===== config.mk =====
export PLATFORM = sky130hd
export DESIGN_NAME = idcr_regs
export DESIGN_NICKNAME = d
export VERILOG_FILES = /design/src/pkg/idcr_pkg.sv /design/src/idcr_regs.sv /design/src/idcr_clk_div.sv
export SDC_FILE = /design/constraint.sdc
export NUM_CORES = 1
export LEC_CHECK = 0
export BUFFER_PORTS_ARGS = -buffer_cell sky130_fd_sc_hd__buf_4
export CORE_ASPECT_RATIO = 1.25
export CORE_UTILIZATION = 60
export DETAILED_ROUTE_END_ITERATION = 6
export PLACE_DENSITY = 0.86
export RECOVER_POWER = 50
export SLEW_MARGIN = 20
export SYNTH_ARGS = -nofsm -noshare
export SYNTH_HDL_FRONTEND = slang
export SYNTH_SLANG_ARGS = --single-unit

===== constraint.sdc =====
create_clock -name pclk -period 3.1 [get_ports pclk]
set_input_delay 0.62 -clock pclk [delete_from_list [all_inputs] [get_ports pclk]]
set_output_delay 0.62 -clock pclk [all_outputs]
set_load 0.01 [all_outputs]

===== src/pkg/idcr_pkg.sv =====
package idcr_pkg;

    // ------------------------------------------------------------------
    // bus geometry
    // ------------------------------------------------------------------
    localparam int unsigned ADDR_W   = 12;
    localparam int unsigned DATA_W   = 32;
    localparam int unsigned REG_W    = 8;
    localparam int unsigned NUM_REGS = 15;

    // ------------------------------------------------------------------
    // register indices (byte address = 4 * index)
    // ------------------------------------------------------------------
    localparam logic [7:0] IDX_BASE    = 8'hBB;
    localparam logic [7:0] IDX_CLK_DIV = 8'hBB;
    localparam logic [7:0] IDX_SRC0    = 8'hBC;
    localparam logic [7:0] IDX_SRC1    = 8'hBD;
    localparam logic [7:0] IDX_SRC2    = 8'hBE;
    localparam logic [7:0] IDX_SRC3    = 8'hBF;
    localparam logic [7:0] IDX_DX_LO   = 8'hC0;
    localparam logic [7:0] IDX_DX_HI   = 8'hC1;
    localparam logic [7:0] IDX_DY_LO   = 8'hC2;
    localparam logic [7:0] IDX_DY_HI   = 8'hC3;
    localparam logic [7:0] IDX_STATUS  = 8'hC4;
    localparam logic [7:0] IDX_BUF_SEL = 8'hC5;
    localparam logic [7:0] IDX_TF0     = 8'hC6;
    localparam logic [7:0] IDX_TF1     = 8'hC7;
    localparam logic [7:0] IDX_TF2     = 8'hC8;
    localparam logic [7:0] IDX_TF3     = 8'hC9;
    localparam logic [7:0] IDX_LAST    = 8'hC9;

    // ------------------------------------------------------------------
    // reset values, field layout
    // ------------------------------------------------------------------
    localparam logic [7:0] REG_RST      = 8'h00;
    localparam logic [7:0] MASK_FULL    = 8'hFF;
    localparam logic [7:0] MASK_BUF_SEL = 8'h03;
    localparam logic [7:0] MASK_NONE    = 8'h00;
    localparam int unsigned COORD_W     = 13;
    localparam int unsigned COORD_HI_W  = 5;
    localparam int unsigned ST_RSVD_BIT = 0;
    localparam int unsigned ST_SLOW_BIT = 1;
    localparam int unsigned ST_TICK_BIT = 2;

    // ------------------------------------------------------------------
    // divider codes and clock figures
    // ------------------------------------------------------------------
    localparam logic [1:0] DIV_BY1  = 2'h0;
    localparam logic [1:0] DIV_BY2  = 2'h1;
    localparam logic [1:0] DIV_BY4  = 2'h2;
    localparam logic [1:0] DIV_RSVD = 2'h3;
    localparam logic [1:0] BUF_OVL1_SHADOW = 2'h0;
    localparam logic [1:0] BUF_OVL2_SHADOW = 2'h1;
    localparam longint unsigned CORE_CLK_HZ  = 100_000_000;
    localparam longint unsigned XOSC_HZ      = 10_000_000;
    localparam longint unsigned MIN_RATIO    = 2;
    localparam longint unsigned MIN_DEC_HZ   = MIN_RATIO * XOSC_HZ;

    typedef enum logic [1:0] {IDCR_FMT_AVI, IDCR_FMT_JPG, IDCR_FMT_BMP, IDCR_FMT_NONE} idcr_fmt_e;

    typedef struct packed {
        logic [31:0]        src_addr;
        logic [31:0]        xfer_count;
        logic [COORD_W-1:0] dest_x;
        logic [COORD_W-1:0] dest_y;
    } idcr_cfg_s;

    typedef struct packed {
        logic ovl_one;
        logic ovl_two;
        logic shadow;
    } idcr_buf_s;

    function automatic logic [7:0] reg_wmask(input logic [7:0] idx);
        logic [7:0] m;
        m = MASK_FULL;
        if (idx == IDX_STATUS) begin
            m = MASK_NONE;
        end else if (idx == IDX_BUF_SEL) begin
            m = MASK_BUF_SEL;
        end
        return m;
    endfunction : reg_wmask

endpackage : idcr_pkg


===== src/idcr_regs.sv =====
`timescale 1ns/100ps

module idcr_regs import idcr_pkg::*; (
    input  wire logic              pclk,
    input  wire logic              presetn,
    input  wire logic              pclk_en,
    input  wire logic              psel,
    input  wire logic              penable,
    input  wire logic              pwrite,
    input  wire logic [ADDR_W-1:0] paddr,
    input  wire logic [DATA_W-1:0] pwdata,
    input  wire logic [3:0]        pstrb,
    output logic      [DATA_W-1:0] prdata,
    output logic                   pready,
    output logic                   pslverr,
    input  wire idcr_fmt_e         img_fmt,
    input  wire logic              block_mode,
    output idcr_cfg_s              cfg,
    output idcr_buf_s              buf_sel,
    output logic                   dec_tick,
    output logic                   flash_tick
);

    // ------------------------------------------------------------------
    // bus decode
    // ------------------------------------------------------------------
    logic [7:0]        idx;
    logic [3:0]        off;
    logic              hit;
    logic              setup;
    logic              wr_fire;
    logic [REG_W-1:0]  regs_r [NUM_REGS];
    logic [REG_W-1:0]  rd_byte;
    logic [REG_W-1:0]  status;
    logic              pready_r;
    logic [DATA_W-1:0] prdata_r;
    logic              pslverr_r;
    logic              wr_ok_r;
    logic [3:0]        wr_off_r;
    logic              tick_r;
    logic              slow;
    logic              still;
    idcr_cfg_s         cfg_r;
    idcr_buf_s         buf_r;

    assign idx   = paddr[9:2];
    assign off   = 4'(idx - IDX_BASE);
    assign hit   = (paddr[11:10] == 2'h0) && (paddr[1:0] == 2'h0) && (idx >= IDX_BASE) && (idx <= IDX_LAST);
    assign setup = psel && !penable;

    // write lands only on the access edge that completes the transfer
    assign wr_fire = psel && penable && pready_r && pwrite && wr_ok_r && pstrb[0];

    // no wait state: everything is decided in setup and held into access
    always_ff @(posedge pclk or negedge presetn) begin
        if (!presetn) begin
            pready_r <= 1'b0;
        end else if (pclk_en) begin
            pready_r <= setup;
        end
    end

    always_ff @(posedge pclk or negedge presetn) begin
        if (!presetn) begin
            pslverr_r <= 1'b0;
            wr_ok_r   <= 1'b0;
            wr_off_r  <= 4'h0;
        end else if (pclk_en) begin
            pslverr_r <= setup && !hit;
            wr_ok_r   <= setup && hit;
            wr_off_r  <= off;
        end
    end

    // ------------------------------------------------------------------
    // register file
    // ------------------------------------------------------------------
    // status slot has a zero write mask, so its flop stays at reset
    genvar g;
    generate
        for (g = 0; g < NUM_REGS; g++) begin : g_reg
            always_ff @(posedge pclk or negedge presetn) begin
                if (!presetn) begin
                    regs_r[g] <= REG_RST;
                end else if (pclk_en && wr_fire && (wr_off_r == 4'(g))) begin
                    regs_r[g] <= pwdata[REG_W-1:0] & reg_wmask(8'(IDX_BASE + 8'(g)));
                end
            end
        end
    endgenerate

    // ------------------------------------------------------------------
    // status and read data
    // ------------------------------------------------------------------
    // too-slow check is a help to software; the setting remains its duty
    always_comb begin
        slow = 1'b0;
        case (regs_r[0][1:0])
            DIV_BY1: slow = (CORE_CLK_HZ <= MIN_DEC_HZ);
            DIV_BY2: slow = ((CORE_CLK_HZ / 2) <= MIN_DEC_HZ);
            DIV_BY4: slow = ((CORE_CLK_HZ / 4) <= MIN_DEC_HZ);
            default: slow = 1'b1;
        endcase
    end

    always_comb begin
        status = REG_RST;
        status[ST_RSVD_BIT] = (regs_r[0][1:0] == DIV_RSVD);
        status[ST_SLOW_BIT] = slow;
        status[ST_TICK_BIT] = tick_r;
    end

    always_comb begin
        rd_byte = REG_RST;
        if (hit && (idx == IDX_STATUS)) begin
            rd_byte = status;
        end else if (hit) begin
            rd_byte = regs_r[off];
        end
    end

    // unmapped reads return zero alongside pslverr
    always_ff @(posedge pclk or negedge presetn) begin
        if (!presetn) begin
            prdata_r <= '0;
        end else if (pclk_en) begin
            prdata_r <= (setup && !pwrite) ? {24'h000000, rd_byte} : '0;
        end
    end

    assign prdata  = prdata_r;
    assign pready  = pready_r;
    assign pslverr = pslverr_r;

    // ------------------------------------------------------------------
    // decoder clock
    // ------------------------------------------------------------------
    idcr_clk_div u_clk_div (
        .pclk     (pclk),
        .presetn  (presetn),
        .clk_en   (pclk_en),
        .div_code (regs_r[0][1:0]),
        .tick_r   (tick_r)
    );

    // one flop feeds both loads so they never drift apart
    assign dec_tick   = tick_r;
    assign flash_tick = tick_r;

    // ------------------------------------------------------------------
    // configuration outputs
    // ------------------------------------------------------------------
    assign still = block_mode && ((img_fmt == IDCR_FMT_JPG) || (img_fmt == IDCR_FMT_BMP));

    always_ff @(posedge pclk or negedge presetn) begin
        if (!presetn) begin
            cfg_r.src_addr   <= '0;
            cfg_r.xfer_count <= '0;
        end else if (pclk_en) begin
            cfg_r.src_addr   <= {regs_r[4], regs_r[3], regs_r[2], regs_r[1]};
            cfg_r.xfer_count <= {regs_r[14], regs_r[13], regs_r[12], regs_r[11]};
        end
    end

    // corner forced to zero outside still block mode, AVI ignores it
    always_ff @(posedge pclk or negedge presetn) begin
        if (!presetn) begin
            cfg_r.dest_x <= '0;
            cfg_r.dest_y <= '0;
        end else if (pclk_en) begin
            if (still) begin
                cfg_r.dest_x <= {regs_r[6][COORD_HI_W-1:0], regs_r[5]};
                cfg_r.dest_y <= {regs_r[8][COORD_HI_W-1:0], regs_r[7]};
            end else begin
                cfg_r.dest_x <= '0;
                cfg_r.dest_y <= '0;
            end
        end
    end

    always_ff @(posedge pclk or negedge presetn) begin
        if (!presetn) begin
            buf_r <= '{ovl_one: 1'b1, ovl_two: 1'b0, shadow: 1'b1};
        end else if (pclk_en) begin
            case (regs_r[10][1:0])
                BUF_OVL1_SHADOW: buf_r <= '{ovl_one: 1'b1, ovl_two: 1'b0, shadow: 1'b1};
                BUF_OVL2_SHADOW: buf_r <= '{ovl_one: 1'b0, ovl_two: 1'b1, shadow: 1'b1};
                default:         buf_r <= '{ovl_one: 1'b1, ovl_two: 1'b0, shadow: 1'b0};
            endcase
        end
    end

    assign cfg     = cfg_r;
    assign buf_sel = buf_r;

    // ------------------------------------------------------------------
    // assertions
    // ------------------------------------------------------------------
    property p_ready;
        @(posedge pclk) disable iff (!presetn || !pclk_en)
        setup |=> pready ##1 !pready;
    endproperty
    a_ready: assert property (p_ready) else $error("pready not a single access cycle");

    property p_shared_tick;
        @(posedge pclk) disable iff (!presetn || !pclk_en)
        (presetn && (regs_r[0][1:0] == DIV_BY1))[*2] |-> dec_tick && flash_tick;
    endproperty
    a_shared_tick: assert property (p_shared_tick) else $error("decoder and flash ticks disagree");

    property p_src_hi;
        @(posedge pclk) disable iff (!presetn || !pclk_en)
        (wr_fire && wr_off_r == 4'(IDX_SRC3 - IDX_BASE)) ##1 pclk_en
        |=> cfg.src_addr[31:24] == $past(pwdata[7:0], 2);
    endproperty
    a_src_hi: assert property (p_src_hi) else $error("source address top byte not applied");

    property p_src_lo;
        @(posedge pclk) disable iff (!presetn || !pclk_en)
        (wr_fire && wr_off_r == 4'(IDX_SRC0 - IDX_BASE)) ##1 pclk_en
        |=> cfg.src_addr[7:0] == $past(pwdata[7:0], 2);
    endproperty
    a_src_lo: assert property (p_src_lo) else $error("source address low byte not applied");

    property p_dx;
        @(posedge pclk) disable iff (!presetn || !pclk_en)
        still |=> cfg.dest_x == {$past(regs_r[6][4:0]), $past(regs_r[5])};
    endproperty
    a_dx: assert property (p_dx) else $error("corner x not 13 bits from two registers");

    property p_dy;
        @(posedge pclk) disable iff (!presetn || !pclk_en)
        (wr_fire && wr_off_r == 4'(IDX_DY_HI - IDX_BASE)) ##1 (pclk_en && still)
        |=> cfg.dest_y[12:8] == $past(pwdata[4:0], 2);
    endproperty
    a_dy: assert property (p_dy) else $error("corner y high bits not applied");

    property p_avi_zero;
        @(posedge pclk) disable iff (!presetn || !pclk_en)
        (img_fmt == IDCR_FMT_AVI) |=> (cfg.dest_x == '0) && (cfg.dest_y == '0);
    endproperty
    a_avi_zero: assert property (p_avi_zero) else $error("corner applied during video");

    property p_buf;
        @(posedge pclk) disable iff (!presetn || !pclk_en)
        regs_r[10][1] |=> buf_sel.ovl_one && !buf_sel.ovl_two && !buf_sel.shadow;
    endproperty
    a_buf: assert property (p_buf) else $error("code 1x must use overlay one alone");

    property p_tf0;
        @(posedge pclk) disable iff (!presetn || !pclk_en)
        (wr_fire && wr_off_r == 4'(IDX_TF0 - IDX_BASE)) ##1 pclk_en
        |=> cfg.xfer_count[7:0] == $past(pwdata[7:0], 2);
    endproperty
    a_tf0: assert property (p_tf0) else $error("transfer count low byte not applied");

    property p_tf3;
        @(posedge pclk) disable iff (!presetn || !pclk_en)
        (wr_fire && wr_off_r == 4'(IDX_TF3 - IDX_BASE)) ##1 pclk_en
        |=> cfg.xfer_count[31:24] == $past(pwdata[7:0], 2);
    endproperty
    a_tf3: assert property (p_tf3) else $error("transfer count top byte not applied");

    c_wr_tf0: cover property (@(posedge pclk) disable iff (!presetn)
        wr_fire && wr_off_r == 4'(IDX_TF0 - IDX_BASE));
    c_rd_status: cover property (@(posedge pclk) disable iff (!presetn)
        setup && !pwrite && idx == IDX_STATUS);
    c_err: cover property (@(posedge pclk) disable iff (!presetn) pslverr && pready);
    c_still: cover property (@(posedge pclk) disable iff (!presetn) still ##1 cfg.dest_x != '0);

endmodule : idcr_regs


===== src/idcr_clk_div.sv =====
`timescale 1ns/100ps

module idcr_clk_div import idcr_pkg::*; (
    input  wire logic       pclk,
    input  wire logic       presetn,
    input  wire logic       clk_en,
    input  wire logic [1:0] div_code,
    output logic            tick_r
);

    logic [1:0] cnt_r;
    logic [1:0] code_q_r;

    // restart phase on a code change so the first period is whole
    always_ff @(posedge pclk or negedge presetn) begin
        if (!presetn) begin
            cnt_r    <= 2'h0;
            code_q_r <= DIV_BY1;
        end else if (clk_en) begin
            code_q_r <= div_code;
            cnt_r    <= (div_code != code_q_r) ? 2'h0 : cnt_r + 2'h1;
        end
    end

    // reserved code stops the decoder clock rather than guess a rate
    always_ff @(posedge pclk or negedge presetn) begin
        if (!presetn) begin
            tick_r <= 1'b0;
        end else if (clk_en) begin
            case (div_code)
                DIV_BY1: tick_r <= 1'b1;
                DIV_BY2: tick_r <= (div_code == code_q_r) & cnt_r[0];
                DIV_BY4: tick_r <= (div_code == code_q_r) & (cnt_r == 2'h3);
                default: tick_r <= 1'b0;
            endcase
        end
    end

    property p_div1;
        @(posedge pclk) disable iff (!presetn || !clk_en)
        (presetn && (div_code == DIV_BY1))[*2] |-> tick_r;
    endproperty
    a_div1: assert property (p_div1) else $error("divide by one not every cycle");

    property p_div2;
        @(posedge pclk) disable iff (!presetn || !clk_en)
        (div_code == DIV_BY2)[*4] ##0 tick_r ##1 (div_code == DIV_BY2) |-> !tick_r;
    endproperty
    a_div2: assert property (p_div2) else $error("divide by two tick spacing wrong");

    property p_div4;
        @(posedge pclk) disable iff (!presetn || !clk_en)
        (div_code == DIV_BY4)[*4] ##0 tick_r ##1 (div_code == DIV_BY4)[*4]
        |-> tick_r && !$past(tick_r, 1) && !$past(tick_r, 2) && !$past(tick_r, 3);
    endproperty
    a_div4: assert property (p_div4) else $error("divide by four tick spacing wrong");

    property p_rsvd;
        @(posedge pclk) disable iff (!presetn || !clk_en)
        (div_code == DIV_RSVD) |=> !tick_r;
    endproperty
    a_rsvd: assert property (p_rsvd) else $error("reserved code produced a tick");

    c_div4: cover property (@(posedge pclk) disable iff (!presetn)
        (div_code == DIV_BY4) && tick_r);

endmodule : idcr_clk_div


==> results by group <==
STA
  • Skew final: 0.00984 ns
  • Endpoints failing setup: 0
  • Slew Limit Fails: 110
  • Fmax: 389 MHz
  • Pin slew with the least headroom to its limit: 1.83 ns
  • RSZ-0062 raised after global routing: false
  • Slew headroom: -0.219
  • Fin crit period: 2.57 ns
  • Tcrit/Tclk final: 0.830
  • Final hold vios: 0
  • Setup TNS: 0 ns

Drt
  • DRC violations left: 0
  • Vias: 5882
  • DR WL/cell: 21.7 um
  • Via density: 5.91
  • Final WL: 21600 um
  • DRT antenna net count: 0
  • Number of DRC markers in iteration 0: 383
  • Initial DRT Pass Iterations: 4

Pwr
  • PD cells: 523 nW/um^2
  • Total power: 5.94 mW
  • Sequential power share: 0.488
  • Leakage: 5.82 nW
  • Net Sw Power: 1.28 mW
  • Clk pwr share: 0.458
  • Maximum vdd drop: 0.382 mV
  • Cell Int Power: 4.66 mW
  • Switching Fraction: 0.216
  • Comb power frac: 0.054

Layout
  • # fillers: 1005
  • Area grow syn2layout: 18.9%
  • Layout cells sized above 1: 0.464
  • Diodes inserted: 0
  • Nets@finish: 835

Die
  • Site Rows: 51
  • Initial Utilization: 0.613
  • Die height: 143 um
  • Die ar.: 16400 sq um
  • I/O pin count: 186
  • CORE AREA: 15600 sq um
  • Die W: 115 um

Global route
  • GR Overflow Total: 0
  • Met3 usage: 0.0382
  • Met1 GRT Util: 0.359
  • Initial antenna violation count: 0
  • Gr usage total: 0.270
  • Met2 usage in global routing: 0.447
  • Pin count of the biggest net entering global routing: 73
  • Vias in the first global route: 5981
  • First-pass GRT wire length: 33500 um
  • Busiest metal layer after global routing: met2

Placement
  • Placer Congestion: 0.892
  • DP Wirelength: 14700 um
  • IO buf count: 134

Clocking
  • Clock Tree Root: clkbuf_16
  • CTS tree: yes
  • CTS H-Tree Depth: 1
  • Post-CTS Resized: 0
  • Clk buf depth: 3
  • Hold Buf Count CTS: 0
  • TritonCTS Sinks: 219
  • Clk_lat worst skew: 0.49 ns
  • Worst-path clk slew: 0.06 ns
  • Total setup buffers inserted after CTS: 0
  • TritonCTS Buffers: 21

Critical path
  • CP Capture Type: flip-flop
  • Worst Path Max Fanout: 38
  • Critical path type: in2reg
  • Worst Path Required: 3.48 ns
  • CP Launch Type: primary input
  • Worst Path Arrival: 2.95 ns

Synth
  • Adder-cell area share of the yosys netlist: 0.0118
  • Ys Warns: 0
  • Largest family of logic cells by synthesized area: multiplexers
  • Post-Synth XOR/XNOR Area: 0.00537
  • FFs w/ async S/R, synth: 1.00
  • Synth Cell Area: 9550 sq um
  • Area share of the largest cell type after synthesis: 0.569
  • Predominant post-synthesis flop cell: dfrtp_1
  • Post-synthesis mux area share: 0.282
  • Yosys top cell by area: dfrtp_1
  • Synthesis-stage register bit count: 219
  • Mapped Cells: 635
  • Post-Synth Simple-Gate Area: 0.0347
  • EDFF count, synth: 0
  • Sequential fraction of the synthesis area: 0.574
  • Library cells used by synthesis: 44
  • Syn avg cell area: 15.0 sq um
  • Top post-synthesis cells by area: dfrtp_1 (57%), mux2_2 (21%), mux4_1 (3.6%), a22o_1 (3.4%), mux4_2 (2.4%)
  • Synth Area in Compound Gates: 0.0533

Worst hold path
  • Worst hold path class: in2reg

Job
  • Max Cap Viol: 2

Run status
  • Failing checks: max-capacitance violations, max-slew violations
  • Status: finished with violations
==> logic make-up (layout without fill, tap and decap cells) <==
group | count (synthesis) | in the layout
muxes | 213 | 213
AOI/OAI and AO/OA | 64 | 64
other | 1 | 24
DFF | 219 | 219
and+or+nand+nor | 56 | 56
xor gates and xnor gates | 5 | 5
adders and majority gates | 9 | 9
buffers and inverters | 68 | 193
==> registers in the layout, summed over array words and instances (netlist names) <==
signal / count
wr_ok_r: 1
u_clk_div.tick_r: 1
prdata: 8
buf_sel: 3
cfg: 90
regs_r: 106
pready: 1
wr_off_r: 4
u_clk_div.code_q_r: 2
u_clk_div.cnt_r: 2
pslverr: 1
==> metal layers <==
metal	wire (um)	up-vias
met5	0	-
met4	753	0
met3	1170	46
met2	10900	235
met1	8790	3047
li1	-	2554
==> final timing paths <==
check	startpoint	slack, ns	depth (start not counted)	end
max	pclk_en	0.53	5	wr_off_r[0]$_DFFE_PN0P_
min	pwrite	0.48	3	prdata[1]$_DFFE_PN0P_
max reg2reg	pready$_DFFE_PN0P_	0.88	5	regs_r[119]$_DFFE_PN0P_
min reg2reg	regs_r[33]$_DFFE_PN0P_	0.49	1	buf_sel[0]$_DFFE_PN1P_
max in group asynchronous	presetn	0.83	2	regs_r[6]$_DFFE_PN0P_
min in group asynchronous	presetn	0.62	1	cfg[9]$_DFFE_PN0P_
==> stage by stage <==
step | cells | utilization | hold WS, ns | worst slack [ns] | area [sq um]
3_5_place_dp | 958 | 0.688 | 0.469 | 0.390 | 10700
4_1_cts | 995 | 0.735 | 0.162 | 0.878 | 11400
6_report | 995 | 0.730 | 0.482 | 0.528 | 11400
5_1_grt | 995 | 0.730 | 0.492 | 0.391 | 11400
3_3_place_gp | 958 | 0.688 | 0.465 | 0.425 | 10700
2_1_floorplan | 658 | - | 0.324 | 0.118 | 9640
==> power groups by stage <==
stage	Sequential (mW)	Combinational, mW	Clock, mW
final	2.90	0.323	2.72
after detailed placement	2.95	0.324	0
after floorplan	2.94	0.202	0
after global placement	2.95	0.314	0
after global routing	2.90	0.353	2.86
after CTS	2.90	0.327	2.75
==> cell usage after synthesis (3+ instances only) <==
cell,number
nor2_1,10
clkbuf_1,26
inv_1,8
nor3_2,3
a22o_1,37
buf_4,25
dfrtp_1,217
o21ai_0,10
nand3_1,3
o2bb2ai_1,9
xor2_1,4
nand3b_1,4
buf_2,5
ha_1,9
mux2i_1,14
nor2_2,9
mux4_2,10
nand2_1,12
mux4_1,13
mux2_2,176
==> cells in the final DEF, fill, tap and decap left out, types with 12 or more instances in the layout <==
cell,instances
mux2_2,176
mux2i_1,14
a22o_1,37
buf_4,121
clkbuf_1,24
conb_1,24
dfrtp_1,217
mux4_1,13
clkbuf_16,21
nand2_1,12
==> critical path, cell delays in order <==
cell and delay, ns:
clkbuf_1 0.10, buf_4 0.27, clkinv_1 0.17, clkbuf_1 1.30, mux2_2 0.44
==> final cells by class <==
class / count / area, sq um / share of cell area
flip-flops and latches: 219 / 5480 / 0.483
clock buffers: 28 / 592 / 0.0521
multi-input cells: 371 / 3780 / 0.333
inverters: 9 / 33.8 / 0.00297
repair buffers: 147 / 1060 / 0.0931
well taps: 212 / 265 / 0.0234
clock inverters: 9 / 145 / 0.0128
Note: power is estimated with default switching activity, not from simulation.
